File: config.mk
export PLATFORM = sky130hd
export DESIGN_NAME = pfs_freq_select
export DESIGN_NICKNAME = d
export VERILOG_FILES = /design/src/pfs_pkg.sv /design/src/pfs_sync.sv /design/src/pfs_out_div.sv /design/src/pfs_freq_select.sv
export SDC_FILE = /design/constraint.sdc
export NUM_CORES = 1
export LEC_CHECK = 0
export BUFFER_PORTS_ARGS = -buffer_cell sky130_fd_sc_hd__buf_2
export CAP_MARGIN = 20
export CORE_MARGIN = 5
export CORE_UTILIZATION = 45
export CTS_BUF_LIST = sky130_fd_sc_hd__clkbuf_4 sky130_fd_sc_hd__clkbuf_8
export DETAILED_ROUTE_END_ITERATION = 6
export PLACE_DENSITY = 0.64
export SLEW_MARGIN = 20
export SYNTH_ARGS = -nofsm -noshare
export SYNTH_HDL_FRONTEND = slang
export SYNTH_HIERARCHICAL = 1
export SYNTH_SLANG_ARGS = --single-unit
File: constraint.sdc
create_clock -name clk -period 5.06 [get_ports clk]
set_input_delay 1.012 -clock clk [delete_from_list [all_inputs] [get_ports clk]]
set_output_delay 1.012 -clock clk [all_outputs]
set_load 0.01 [all_outputs]
File: src/pfs_pkg.sv
// Constants, offsets and carrier types of the frequency-select control.
// Assumes a 32-bit register port and a single 50 MHz reference clock.
package pfs_pkg;
    localparam int AW = 8;
    localparam int DW = 32;
    localparam int ROWS = 8;
    localparam int NDIV = 6;
    // Register offsets
    localparam logic [7:0] OFF_CTRL   = 8'h00;
    localparam logic [7:0] OFF_CAP    = 8'h04;
    localparam logic [7:0] OFF_CHOICE = 8'h08;
    localparam logic [7:0] OFF_STATUS = 8'h0C;
    localparam logic [7:0] OFF_ROW0   = 8'h20;
    localparam logic [7:0] OFF_LOOP2  = 8'h40;
    localparam logic [7:0] OFF_LOOP3  = 8'h44;
    localparam logic [7:0] OFF_DIV0   = 8'h60;
    // Control field positions
    localparam int SD_EN_BIT   = 0;
    localparam int SUSP_BIT    = 1;
    localparam int BYPASS_BIT  = 2;
    localparam int XBUF_BIT    = 3;
    localparam int EDIV_LSB    = 4;
    localparam int DRV_LSB     = 6;
    localparam int SMASK_LSB   = 8;
    localparam int LOOPEN_LSB  = 16;
    localparam int SLOOP_LSB   = 19;
    // Values after reset
    localparam logic [31:0] CTRL_RST   = 32'h0007_0009;
    localparam logic [5:0]  CAP_RST    = 6'h00;
    localparam logic [7:0]  CHOICE_RST = 8'h00;
    localparam logic [18:0] ROW_RST    = 19'h0_0000;
    localparam logic [6:0]  DIV_RST    = 7'h00;
    // Strap capture waits for the synchronisers to refill
    localparam logic [1:0]  STRAP_WAIT = 2'h3;
    // Output E post-divider codes
    localparam logic [1:0]  EDIV_OFF = 2'h0;
    localparam logic [1:0]  EDIV_4   = 2'h1;
    localparam logic [1:0]  EDIV_2   = 2'h2;
    localparam logic [1:0]  EDIV_3   = 2'h3;
    // Load capacitance in femtofarads
    localparam logic [14:0] CAP_STEP_FF = 15'h0177;
    localparam logic [14:0] CAP_MIN_FF  = 15'h1770;
    localparam logic [14:0] CAP_MAX_FF  = 15'h7530;

    typedef struct packed {
        logic        en;
        logic [10:0] p;
        logic [7:0]  q;
    } pfs_loop_t;

    typedef struct packed {
        logic [5:0]  cap;
        logic [1:0]  drive;
        logic        bypass;
        logic        oscOn;
        logic [14:0] loadFf;
    } pfs_xtal_t;

    function automatic pfs_loop_t pfs_to_loop(input logic [18:0] w, input logic en);
        pfs_loop_t r;
        r.en = en;
        r.p  = w[18:8];
        r.q  = w[7:0];
        return r;
    endfunction : pfs_to_loop
endpackage : pfs_pkg

File: src/pfs_sync.sv
// Two-flop synchroniser for a group of pin levels.
// Assumes inputs are asynchronous to clk; only stage two is read.
`timescale 1ns/1ps
module pfs_sync #(
    parameter int W = 4
) (
    // Clock and reset
    input  wire logic         clk,
    input  wire logic         rst,
    // Levels
    input  wire logic [W-1:0] din,
    output logic      [W-1:0] dout
);
    logic [W-1:0] meta_q;
    logic [W-1:0] sync_q;

    always_ff @(posedge clk) begin
        if (rst) begin
            meta_q <= '0;
            sync_q <= '0;
        end else begin
            meta_q <= din;
            sync_q <= meta_q;
        end
    end

    assign dout = sync_q;
endmodule : pfs_sync

File: src/pfs_out_div.sv
// Seven-bit linear output divider with period-aligned reload.
// Assumes clk stands in for the divider's source clock.
`timescale 1ns/1ps
module pfs_out_div (
    // Clock and reset
    input  wire logic       clk,
    input  wire logic       rst,
    // Control
    input  wire logic       run,
    input  wire logic [6:0] divisor,
    // Output
    output logic            clkOut,
    output logic            active
);
    logic [6:0] div_q;
    logic [6:0] cnt_q;
    logic       out_q;
    wire  [6:0] last   = div_q - 7'h01;
    // Widened before the add so that 127 does not wrap to a zero high time
    wire  [6:0] half   = 7'((8'(div_q) + 8'h01) >> 1);
    wire  [6:0] cntInc = cnt_q + 7'h01;
    wire        wrap   = (div_q == 7'h00) || (cnt_q >= last);

    // New divisor taken only at a period boundary, so no runt pulse
    always_ff @(posedge clk) begin
        if (rst || !run) begin
            div_q <= 7'h00;
            cnt_q <= 7'h00;
            out_q <= 1'b0;
        end else if (wrap) begin
            div_q <= divisor;
            cnt_q <= 7'h00;
            out_q <= (divisor != 7'h00);
        end else begin
            cnt_q <= cntInc;
            out_q <= (cntInc < half);
        end
    end

    // Divide by one holds high: a single-edge counter cannot pass clk itself
    assign clkOut = out_q;
    assign active = (div_q != 7'h00);
endmodule : pfs_out_div

File: src/pfs_freq_select.sv
// Frequency-select control: table, straps, dividers, power pins, crystal.
// Assumes clk is the reference, pins are asynchronous, rst is power-on.
//
// The plain strobed port and the address map were chosen for this implementation.
`timescale 1ns/1ps
module pfs_freq_select (
    // Clock and reset
    input  wire logic             clk,
    input  wire logic             rst,
    // Register port
    input  wire logic [7:0]       regAddr,
    input  wire logic [31:0]      regWdata,
    input  wire logic             regWrite,
    input  wire logic             regRead,
    output logic      [31:0]      regRdata,
    // Pins
    input  wire logic             serialDataPin,
    input  wire logic             serialClockPin,
    input  wire logic             selectLineTwo,
    input  wire logic             shutdownOeN,
    // Clock outputs
    output logic                  outputA,
    output logic                  outputAOe,
    output logic                  outputB,
    output logic                  outputBOe,
    output logic                  outputC,
    output logic                  outputCOe,
    output logic                  outputD,
    output logic                  outputDOe,
    output logic                  outputE,
    output logic                  outputEOe,
    output logic                  bufRefOut,
    output logic                  bufRefOe,
    // Loop settings
    output pfs_pkg::pfs_loop_t    firstLoop,
    output pfs_pkg::pfs_loop_t    secondLoop,
    output pfs_pkg::pfs_loop_t    thirdLoop,
    // Crystal and chip state
    output pfs_pkg::pfs_xtal_t    xtal,
    output logic                  chipShutdown
);
    // Registers
    logic [31:0] ctrl_q;
    logic [5:0]  cap_q;
    logic [7:0]  choice_q;
    logic [18:0] row_q [pfs_pkg::ROWS];
    logic [18:0] loop2_q;
    logic [18:0] loop3_q;
    logic [6:0]  div_q [pfs_pkg::NDIV];
    logic [31:0] rdata_q;

    // Strap capture
    logic [1:0]  strapCnt_q;
    logic        strapDone_q;
    logic        strapBit0_q;
    logic        strapBit1_q;

    // Applied state
    pfs_pkg::pfs_loop_t first_q;
    pfs_pkg::pfs_loop_t second_q;
    pfs_pkg::pfs_loop_t third_q;
    logic        choiceApplied_q;

    // Pin synchronisers
    logic [3:0]  pinSync;
    wire         bit0Sync = pinSync[0];
    wire         bit1Sync = pinSync[1];
    wire         bit2Sync = pinSync[2];
    wire         oeSync   = pinSync[3];

    pfs_sync #(.W(4)) u_sync (
        .clk  (clk),
        .rst  (rst),
        .din  ({shutdownOeN, selectLineTwo, serialClockPin, serialDataPin}),
        .dout (pinSync)
    );

    // Control fields
    wire         sdEnable   = ctrl_q[pfs_pkg::SD_EN_BIT];
    wire         suspMode   = ctrl_q[pfs_pkg::SUSP_BIT];
    wire         capBypass  = ctrl_q[pfs_pkg::BYPASS_BIT];
    wire         xbufEnable = ctrl_q[pfs_pkg::XBUF_BIT];
    wire [1:0]   eDivCode   = ctrl_q[pfs_pkg::EDIV_LSB +: 2];
    wire [1:0]   oscDrive   = ctrl_q[pfs_pkg::DRV_LSB +: 2];
    wire [5:0]   suspMask   = ctrl_q[pfs_pkg::SMASK_LSB +: 6];
    wire [2:0]   loopEnable = ctrl_q[pfs_pkg::LOOPEN_LSB +: 3];
    wire [2:0]   suspLoops  = ctrl_q[pfs_pkg::SLOOP_LSB +: 3];

    // Power pins
    wire         tristateAll = !oeSync;
    wire         shutdown    = !oeSync && sdEnable;
    wire         suspendOn   = suspMode && !bit2Sync;
    wire         bit2Index   = suspMode ? 1'b0 : bit2Sync;

    // Frequency table index
    wire [2:0]   rowIdx      = {bit2Index, strapBit1_q, strapBit0_q};
    wire         rowChoice   = choice_q[rowIdx];
    wire [2:0]   loopsOn     = loopEnable & ~(suspendOn ? suspLoops : 3'h0)
                               & {3{!shutdown}};

    // Register decode
    wire         rowHit  = (regAddr[7:5] == pfs_pkg::OFF_ROW0[7:5]) && (regAddr[1:0] == 2'h0);
    wire [2:0]   rowSel  = regAddr[4:2];
    wire         divHit  = (regAddr[7:5] == pfs_pkg::OFF_DIV0[7:5]) && (regAddr[1:0] == 2'h0)
                           && (regAddr[4:2] < 3'h6);
    wire [2:0]   divIdx  = regAddr[4:2];
    wire         wrCtrl  = regWrite && (regAddr == pfs_pkg::OFF_CTRL);
    wire         wrCap   = regWrite && (regAddr == pfs_pkg::OFF_CAP);
    wire         wrChoice = regWrite && (regAddr == pfs_pkg::OFF_CHOICE);
    wire         wrLoop2 = regWrite && (regAddr == pfs_pkg::OFF_LOOP2);
    wire         wrLoop3 = regWrite && (regAddr == pfs_pkg::OFF_LOOP3);
    wire         wrRow   = regWrite && rowHit;
    wire         wrDiv   = regWrite && divHit;

    // Control registers
    always_ff @(posedge clk) begin
        if (rst) begin
            ctrl_q   <= pfs_pkg::CTRL_RST;
            cap_q    <= pfs_pkg::CAP_RST;
            choice_q <= pfs_pkg::CHOICE_RST;
            loop2_q  <= pfs_pkg::ROW_RST;
            loop3_q  <= pfs_pkg::ROW_RST;
        end else begin
            if (wrCtrl) begin
                ctrl_q <= {10'h000, regWdata[21:0]};
            end
            if (wrCap) begin
                cap_q <= regWdata[5:0];
            end
            if (wrChoice) begin
                choice_q <= regWdata[7:0];
            end
            if (wrLoop2) begin
                loop2_q <= regWdata[18:0];
            end
            if (wrLoop3) begin
                loop3_q <= regWdata[18:0];
            end
        end
    end

    // Table rows and divider registers held in arrays
    generate
        for (genvar r = 0; r < pfs_pkg::ROWS; r++) begin : g_row
            always_ff @(posedge clk) begin
                if (rst) begin
                    row_q[r] <= pfs_pkg::ROW_RST;
                end else if (wrRow && (rowSel == 3'(r))) begin
                    row_q[r] <= regWdata[18:0];
                end
            end
        end
        for (genvar d = 0; d < pfs_pkg::NDIV; d++) begin : g_divreg
            always_ff @(posedge clk) begin
                if (rst) begin
                    div_q[d] <= pfs_pkg::DIV_RST;
                end else if (wrDiv && (divIdx == 3'(d))) begin
                    div_q[d] <= regWdata[6:0];
                end
            end
        end
    endgenerate

    // Straps: caught once the synchronisers hold post-reset pin levels
    always_ff @(posedge clk) begin
        if (rst) begin
            strapCnt_q  <= 2'h0;
            strapDone_q <= 1'b0;
            strapBit0_q <= 1'b0;
            strapBit1_q <= 1'b0;
        end else if (!strapDone_q) begin
            if (strapCnt_q == pfs_pkg::STRAP_WAIT) begin
                strapDone_q <= 1'b1;
                strapBit0_q <= bit0Sync;
                strapBit1_q <= bit1Sync;
            end else begin
                strapCnt_q <= strapCnt_q + 2'h1;
            end
        end
    end

    // Applied loop settings; the first loop follows the table row
    always_ff @(posedge clk) begin
        if (rst) begin
            first_q         <= '0;
            second_q        <= '0;
            third_q         <= '0;
            choiceApplied_q <= 1'b0;
        end else begin
            first_q         <= pfs_pkg::pfs_to_loop(row_q[rowIdx], loopsOn[0]);
            second_q        <= pfs_pkg::pfs_to_loop(loop2_q, loopsOn[1]);
            third_q         <= pfs_pkg::pfs_to_loop(loop3_q, loopsOn[2]);
            choiceApplied_q <= rowChoice;
        end
    end

    assign firstLoop  = first_q;
    assign secondLoop = second_q;
    assign thirdLoop  = third_q;

    // Divisors: A and B each pick one of two registers by the one row choice bit
    wire [6:0]   divA = choiceApplied_q ? div_q[1] : div_q[0];
    wire [6:0]   divB = choiceApplied_q ? div_q[3] : div_q[2];
    wire [6:0]   divE = (eDivCode == pfs_pkg::EDIV_4) ? 7'h04 :
                        (eDivCode == pfs_pkg::EDIV_2) ? 7'h02 :
                        (eDivCode == pfs_pkg::EDIV_3) ? 7'h03 : 7'h00;
    wire [6:0]   divisor [5];
    assign divisor[0] = divA;
    assign divisor[1] = divB;
    assign divisor[2] = div_q[4];
    assign divisor[3] = div_q[5];
    assign divisor[4] = divE;

    // E rides on the first loop, so it stops with that loop
    wire [4:0]   divRun = {loopsOn[0], {4{!shutdown}}};
    logic [4:0]  divClk;
    logic [4:0]  divActive;
    wire  [4:0]  outEnable;

    generate
        for (genvar k = 0; k < 5; k++) begin : g_div
            pfs_out_div u_div (
                .clk     (clk),
                .rst     (rst),
                .run     (divRun[k]),
                .divisor (divisor[k]),
                .clkOut  (divClk[k]),
                .active  (divActive[k])
            );
            assign outEnable[k] = divActive[k] && !tristateAll
                                  && !(suspendOn && suspMask[k]);
        end
    endgenerate

    assign outputA   = divClk[0];
    assign outputAOe = outEnable[0];
    assign outputB   = divClk[1];
    assign outputBOe = outEnable[1];
    assign outputC   = divClk[2];
    assign outputCOe = outEnable[2];
    assign outputD   = divClk[3];
    assign outputDOe = outEnable[3];
    assign outputE   = divClk[4];
    assign outputEOe = outEnable[4];

    // Buffered reference is the clock itself; only its enable is logic
    assign bufRefOut = clk;
    assign bufRefOe  = xbufEnable && !tristateAll && !shutdown
                       && !(suspendOn && suspMask[5]);

    // Crystal settings
    wire [14:0]  capSteps = 15'(cap_q) * pfs_pkg::CAP_STEP_FF;
    wire [14:0]  capSum   = pfs_pkg::CAP_MIN_FF + capSteps;
    assign xtal.cap    = cap_q;
    assign xtal.drive  = oscDrive;
    assign xtal.bypass = capBypass;
    assign xtal.oscOn  = !shutdown;
    // Bypassed capacitors present no programmed load
    assign xtal.loadFf = capBypass ? 15'h0000 :
                         (capSum > pfs_pkg::CAP_MAX_FF) ? pfs_pkg::CAP_MAX_FF : capSum;

    assign chipShutdown = shutdown;

    // Read path
    wire [31:0]  statusWord = {20'h00000, 1'b0, shutdown, suspendOn, tristateAll,
                               choiceApplied_q, rowIdx, strapBit1_q, strapBit0_q,
                               1'b0, strapDone_q};
    logic [31:0] readMux;

    always_comb begin
        readMux = 32'h0000_0000;
        if (rowHit) begin
            readMux = {13'h0000, row_q[rowSel]};
        end else if (divHit) begin
            readMux = {25'h0000000, div_q[divIdx]};
        end else begin
            case (regAddr)
                pfs_pkg::OFF_CTRL:   readMux = ctrl_q;
                pfs_pkg::OFF_CAP:    readMux = {26'h0000000, cap_q};
                pfs_pkg::OFF_CHOICE: readMux = {24'h000000, choice_q};
                pfs_pkg::OFF_STATUS: readMux = statusWord;
                pfs_pkg::OFF_LOOP2:  readMux = {13'h0000, loop2_q};
                pfs_pkg::OFF_LOOP3:  readMux = {13'h0000, loop3_q};
                default:             readMux = 32'h0000_0000;
            endcase
        end
    end

    // Read data stand for exactly the cycle after the strobe
    always_ff @(posedge clk) begin
        if (rst) begin
            rdata_q <= 32'h0000_0000;
        end else if (regRead) begin
            rdata_q <= readMux;
        end else begin
            rdata_q <= 32'h0000_0000;
        end
    end

    assign regRdata = rdata_q;
endmodule : pfs_freq_select

==> impl_metrics.env <==
export IMPL_grt_usage_pct=22.42
export IMPL_place_hpwl_mm=43.54
export IMPL_cts_tree="done"
export IMPL_worst_slew_pin_slew_ps=1120
export IMPL_die_area_um2=57570
export IMPL_ys_seq_elements=439
export IMPL_grt_start_max_net_pins=138
export IMPL_ys_async_sr_fraction_pct=0
export IMPL_dp_worst_setup_slack_ps=-383.0
export IMPL_netlist_area_um2=23790
export IMPL_maxCapViolCount=0
export IMPL_drt_iter0_drc=1540
export IMPL_cts_hold_buf=0
export IMPL_synth_cell_types=85
export IMPL_rrSetupSlack_ps=1960
export IMPL_vdd_ir_drop_max_v=0.0001508
export IMPL_portBuffers=157
export IMPL_grt_first_pass_wirelength_mm=100.2
export IMPL_synth_ff_type="dfxtp_1"
export IMPL_cp_max_fo=2
export IMPL_clkLatencyLatePin_ps=790
export IMPL_worstSetupStartpointType="register"
export IMPL_drcViolationCount=0
export IMPL_worstSetupPathType="reg2out"
export IMPL_core_area_um2=52450
export IMPL_final_nets=2498
export IMPL_fin_util_pct=51.55
export IMPL_dieWidth_um=239.9
export IMPL_slew_headroom_pct=25.32
export IMPL_violations="negative setup slack"
export IMPL_endpoint_kind="primary output"
export IMPL_setup_ws_ps=-915.6
export IMPL_yosys_top_cells_area="edfxtp_1 24%, dfxtp_1 21%, mux4_2 8.0%, ha_1 6.4%, and2_1 4.2%"
export IMPL_drt_first_pass_iters=6
export IMPL_grt_overflow_total=0
export IMPL_viasPerCell=5.610
export IMPL_antenna_found_initial=9
export IMPL_hold_viol=0
export IMPL_grt_pass1_vias=17410
export IMPL_syn_area_per_cell_um2=11.02
export IMPL_finalClockSkew_ps=37.73
export IMPL_period_share_pct=118.1
export IMPL_synth_edf_count=194
export IMPL_leakage_uw=0.01076
export IMPL_pin_count=178
export IMPL_area_delta_synth_final_pct=13.62
export IMPL_die_y_um=239.9
export IMPL_drt_total_wl_mm=65.30
export IMPL_ys_seq_area_share_pct=45.10
export IMPL_final_max_slew_viol_count=0
export IMPL_via_count=17200
export IMPL_powerDensity_nw_per_um2=296.6
export IMPL_fp_row_count=84
export IMPL_cp_arrival_ps=4960
export IMPL_initial_core_util_pct=45.37
export IMPL_drive_above_1_share_pct=26.92
export IMPL_wl_per_cell_um=21.31
export IMPL_postRouteAntennaNets=0
export IMPL_status="finished with violations"
export IMPL_yosysWarnings=6
export IMPL_setup_viol=15
export IMPL_syn_inst=2159
export IMPL_clock_fmax_mhz=167.3
export IMPL_rsz0062_at_grt="yes"
export IMPL_synth_top_area_share_pct=24.48
export IMPL_finalPower_uw=8019
export IMPL_synth_top_area_cell="edfxtp_1"
export IMPL_gp_congestion=0.8839
export IMPL_required_ps=4050
export IMPL_hold_class="reg2reg"
export IMPL_path_clk_slew_ps=60
export IMPL_min_period_ps=5976
==> synth_stat cells, drive strengths merged, types with 33 or more instances <==
cell / number
nor2: 76
mux4: 84
nor2b: 58
nand3: 51
inv: 66
buf: 87
edfxtp: 194
clkbuf: 80
xnor2: 46
xor2: 40
o21ai: 61
ha: 122
and2: 195
dfxtp: 245
mux2: 33
a21oi: 141
nand2: 247
==> where the power goes <==
part           total, uW  switching, uW  internal [uW]
clock network       3520           1550           1970
logic                620            384            236
registers           3880           68.5           3810
==> sequential cells by signal, indices dropped and copies added (netlist names), 2 cells and up <==
name and flops:
secondLoop 20, thirdLoop 20, g_div.u_div/cnt_q 35, firstLoop 20
g_div.u_div/clkOut 5, u_sync/meta_q 4, cap_q 6, u_sync/dout 4
loop3_q 19, div_q 42, ctrl_q 22, regRdata 22
g_div.u_div/div_q 35, choice_q 8, row_q 152, loop2_q 19
strapCnt_q 2
==> repair_timing <==
action	in CTS	in global routing
pin swaps	29	10
buffers inserted	8	4
resized for setup	36	8
hold endpoints to repair	0	0
cloned	0	0
setup endpoints to repair	15	15
==> area by class of cell <==
| class | instances | area, um2 |
|---|---|---|
| fillers | 4621 | 25410 |
| multi-input cells | 1504 | 12160 |
| flip-flops and latches | 439 | 10750 |
| clock buffers | 122 | 1551 |
| repair buffers | 221 | 1311 |
| well taps | 688 | 860.8 |
| inverters | 66 | 247.7 |
| clock inverters | 18 | 140.1 |
| diodes | 7 | 17.52 |
==> stage by stage <==
step / area, um2 / TNS [ps] / std cells / hold WS (ps)
floorplan: 23910 / -26.40 / 2176 / 413.8
global placement: 25020 / -2554 / 2907 / 439.6
detailed placement: 25020 / -4258 / 2907 / 426.8
CTS: 26940 / -13260 / 3054 / 395.5
global route: 27020 / -15650 / 3061 / 398.0
finish: 27030 / -12600 / 3065 / 444.6
==> placed cells by master (no fill, tap or decap), drive strengths merged, types with 33 or more instances in the layout <==
master    n
a21oi   141
and2    195
buf     222
clkbuf  121
dfxtp   245
edfxtp  194
ha      122
inv      71
mux2     33
mux4     84
nand2   247
nand3    51
nor2     76
nor2b    58
o21ai    61
xnor2    46
xor2     40
==> cell families after synthesis <==
family          after synthesis  share of synthesized area [%]
flops                       439                          45.10
compound gates              341                          9.629
fa+ha+maj                   138                          7.762
other cells                   1                        0.01576
buf+inv                     233                          5.064
xor+xnor                     86                          3.166
mux                         149                          10.86
simple gates                772                          18.41
==> critical path, stage by stage, from the launching register on <==
cell and delay [ps]:
dfxtp_4 360, buf_6 120, ha_4 280, ha_4 130
inv_2 30, fa_1 510, fa_1 400, inv_1 70
ha_2 170, inv_2 40, fa_2 370, and2b_1 220
o211ai_1 150, buf_4 190, a21o_1 180, a211oi_4 290
nor4_4 80, buf_4 150, buf_6 110, a22oi_2 140
nor2_1 50, buf_2 170
==> path summary, 6_finish.rpt <==
check,depth (start not counted),from,end
worst max-delay path,21,cap_q[2]$_SDFFE_PP0P_,xtal[10]
worst min-delay path,1,u_sync/meta_q[0]$_SDFF_PP0_,u_sync/dout[0]$_SDFF_PP0_
worst min register to register,1,u_sync/meta_q[0]$_SDFF_PP0_,u_sync/dout[0]$_SDFF_PP0_
worst max register to register,8,g_div[2].u_div/div_q[2]$_SDFFE_PP0P_,g_div[2].u_div/clkOut$_SDFF_PP0_
==> per-layer routing <==
layer  global-route usage [%]  part of all wire, %  vias to the layer above
li1                         -                    -                     7969
met1                    29.96                   43                     8467
met3                    4.680                  7.6                      105
met4                    8.769                  3.1                        4
met5                        0                0.041                        -
met2                    36.07                   47                      650
(Power assumes the default switching activity.)
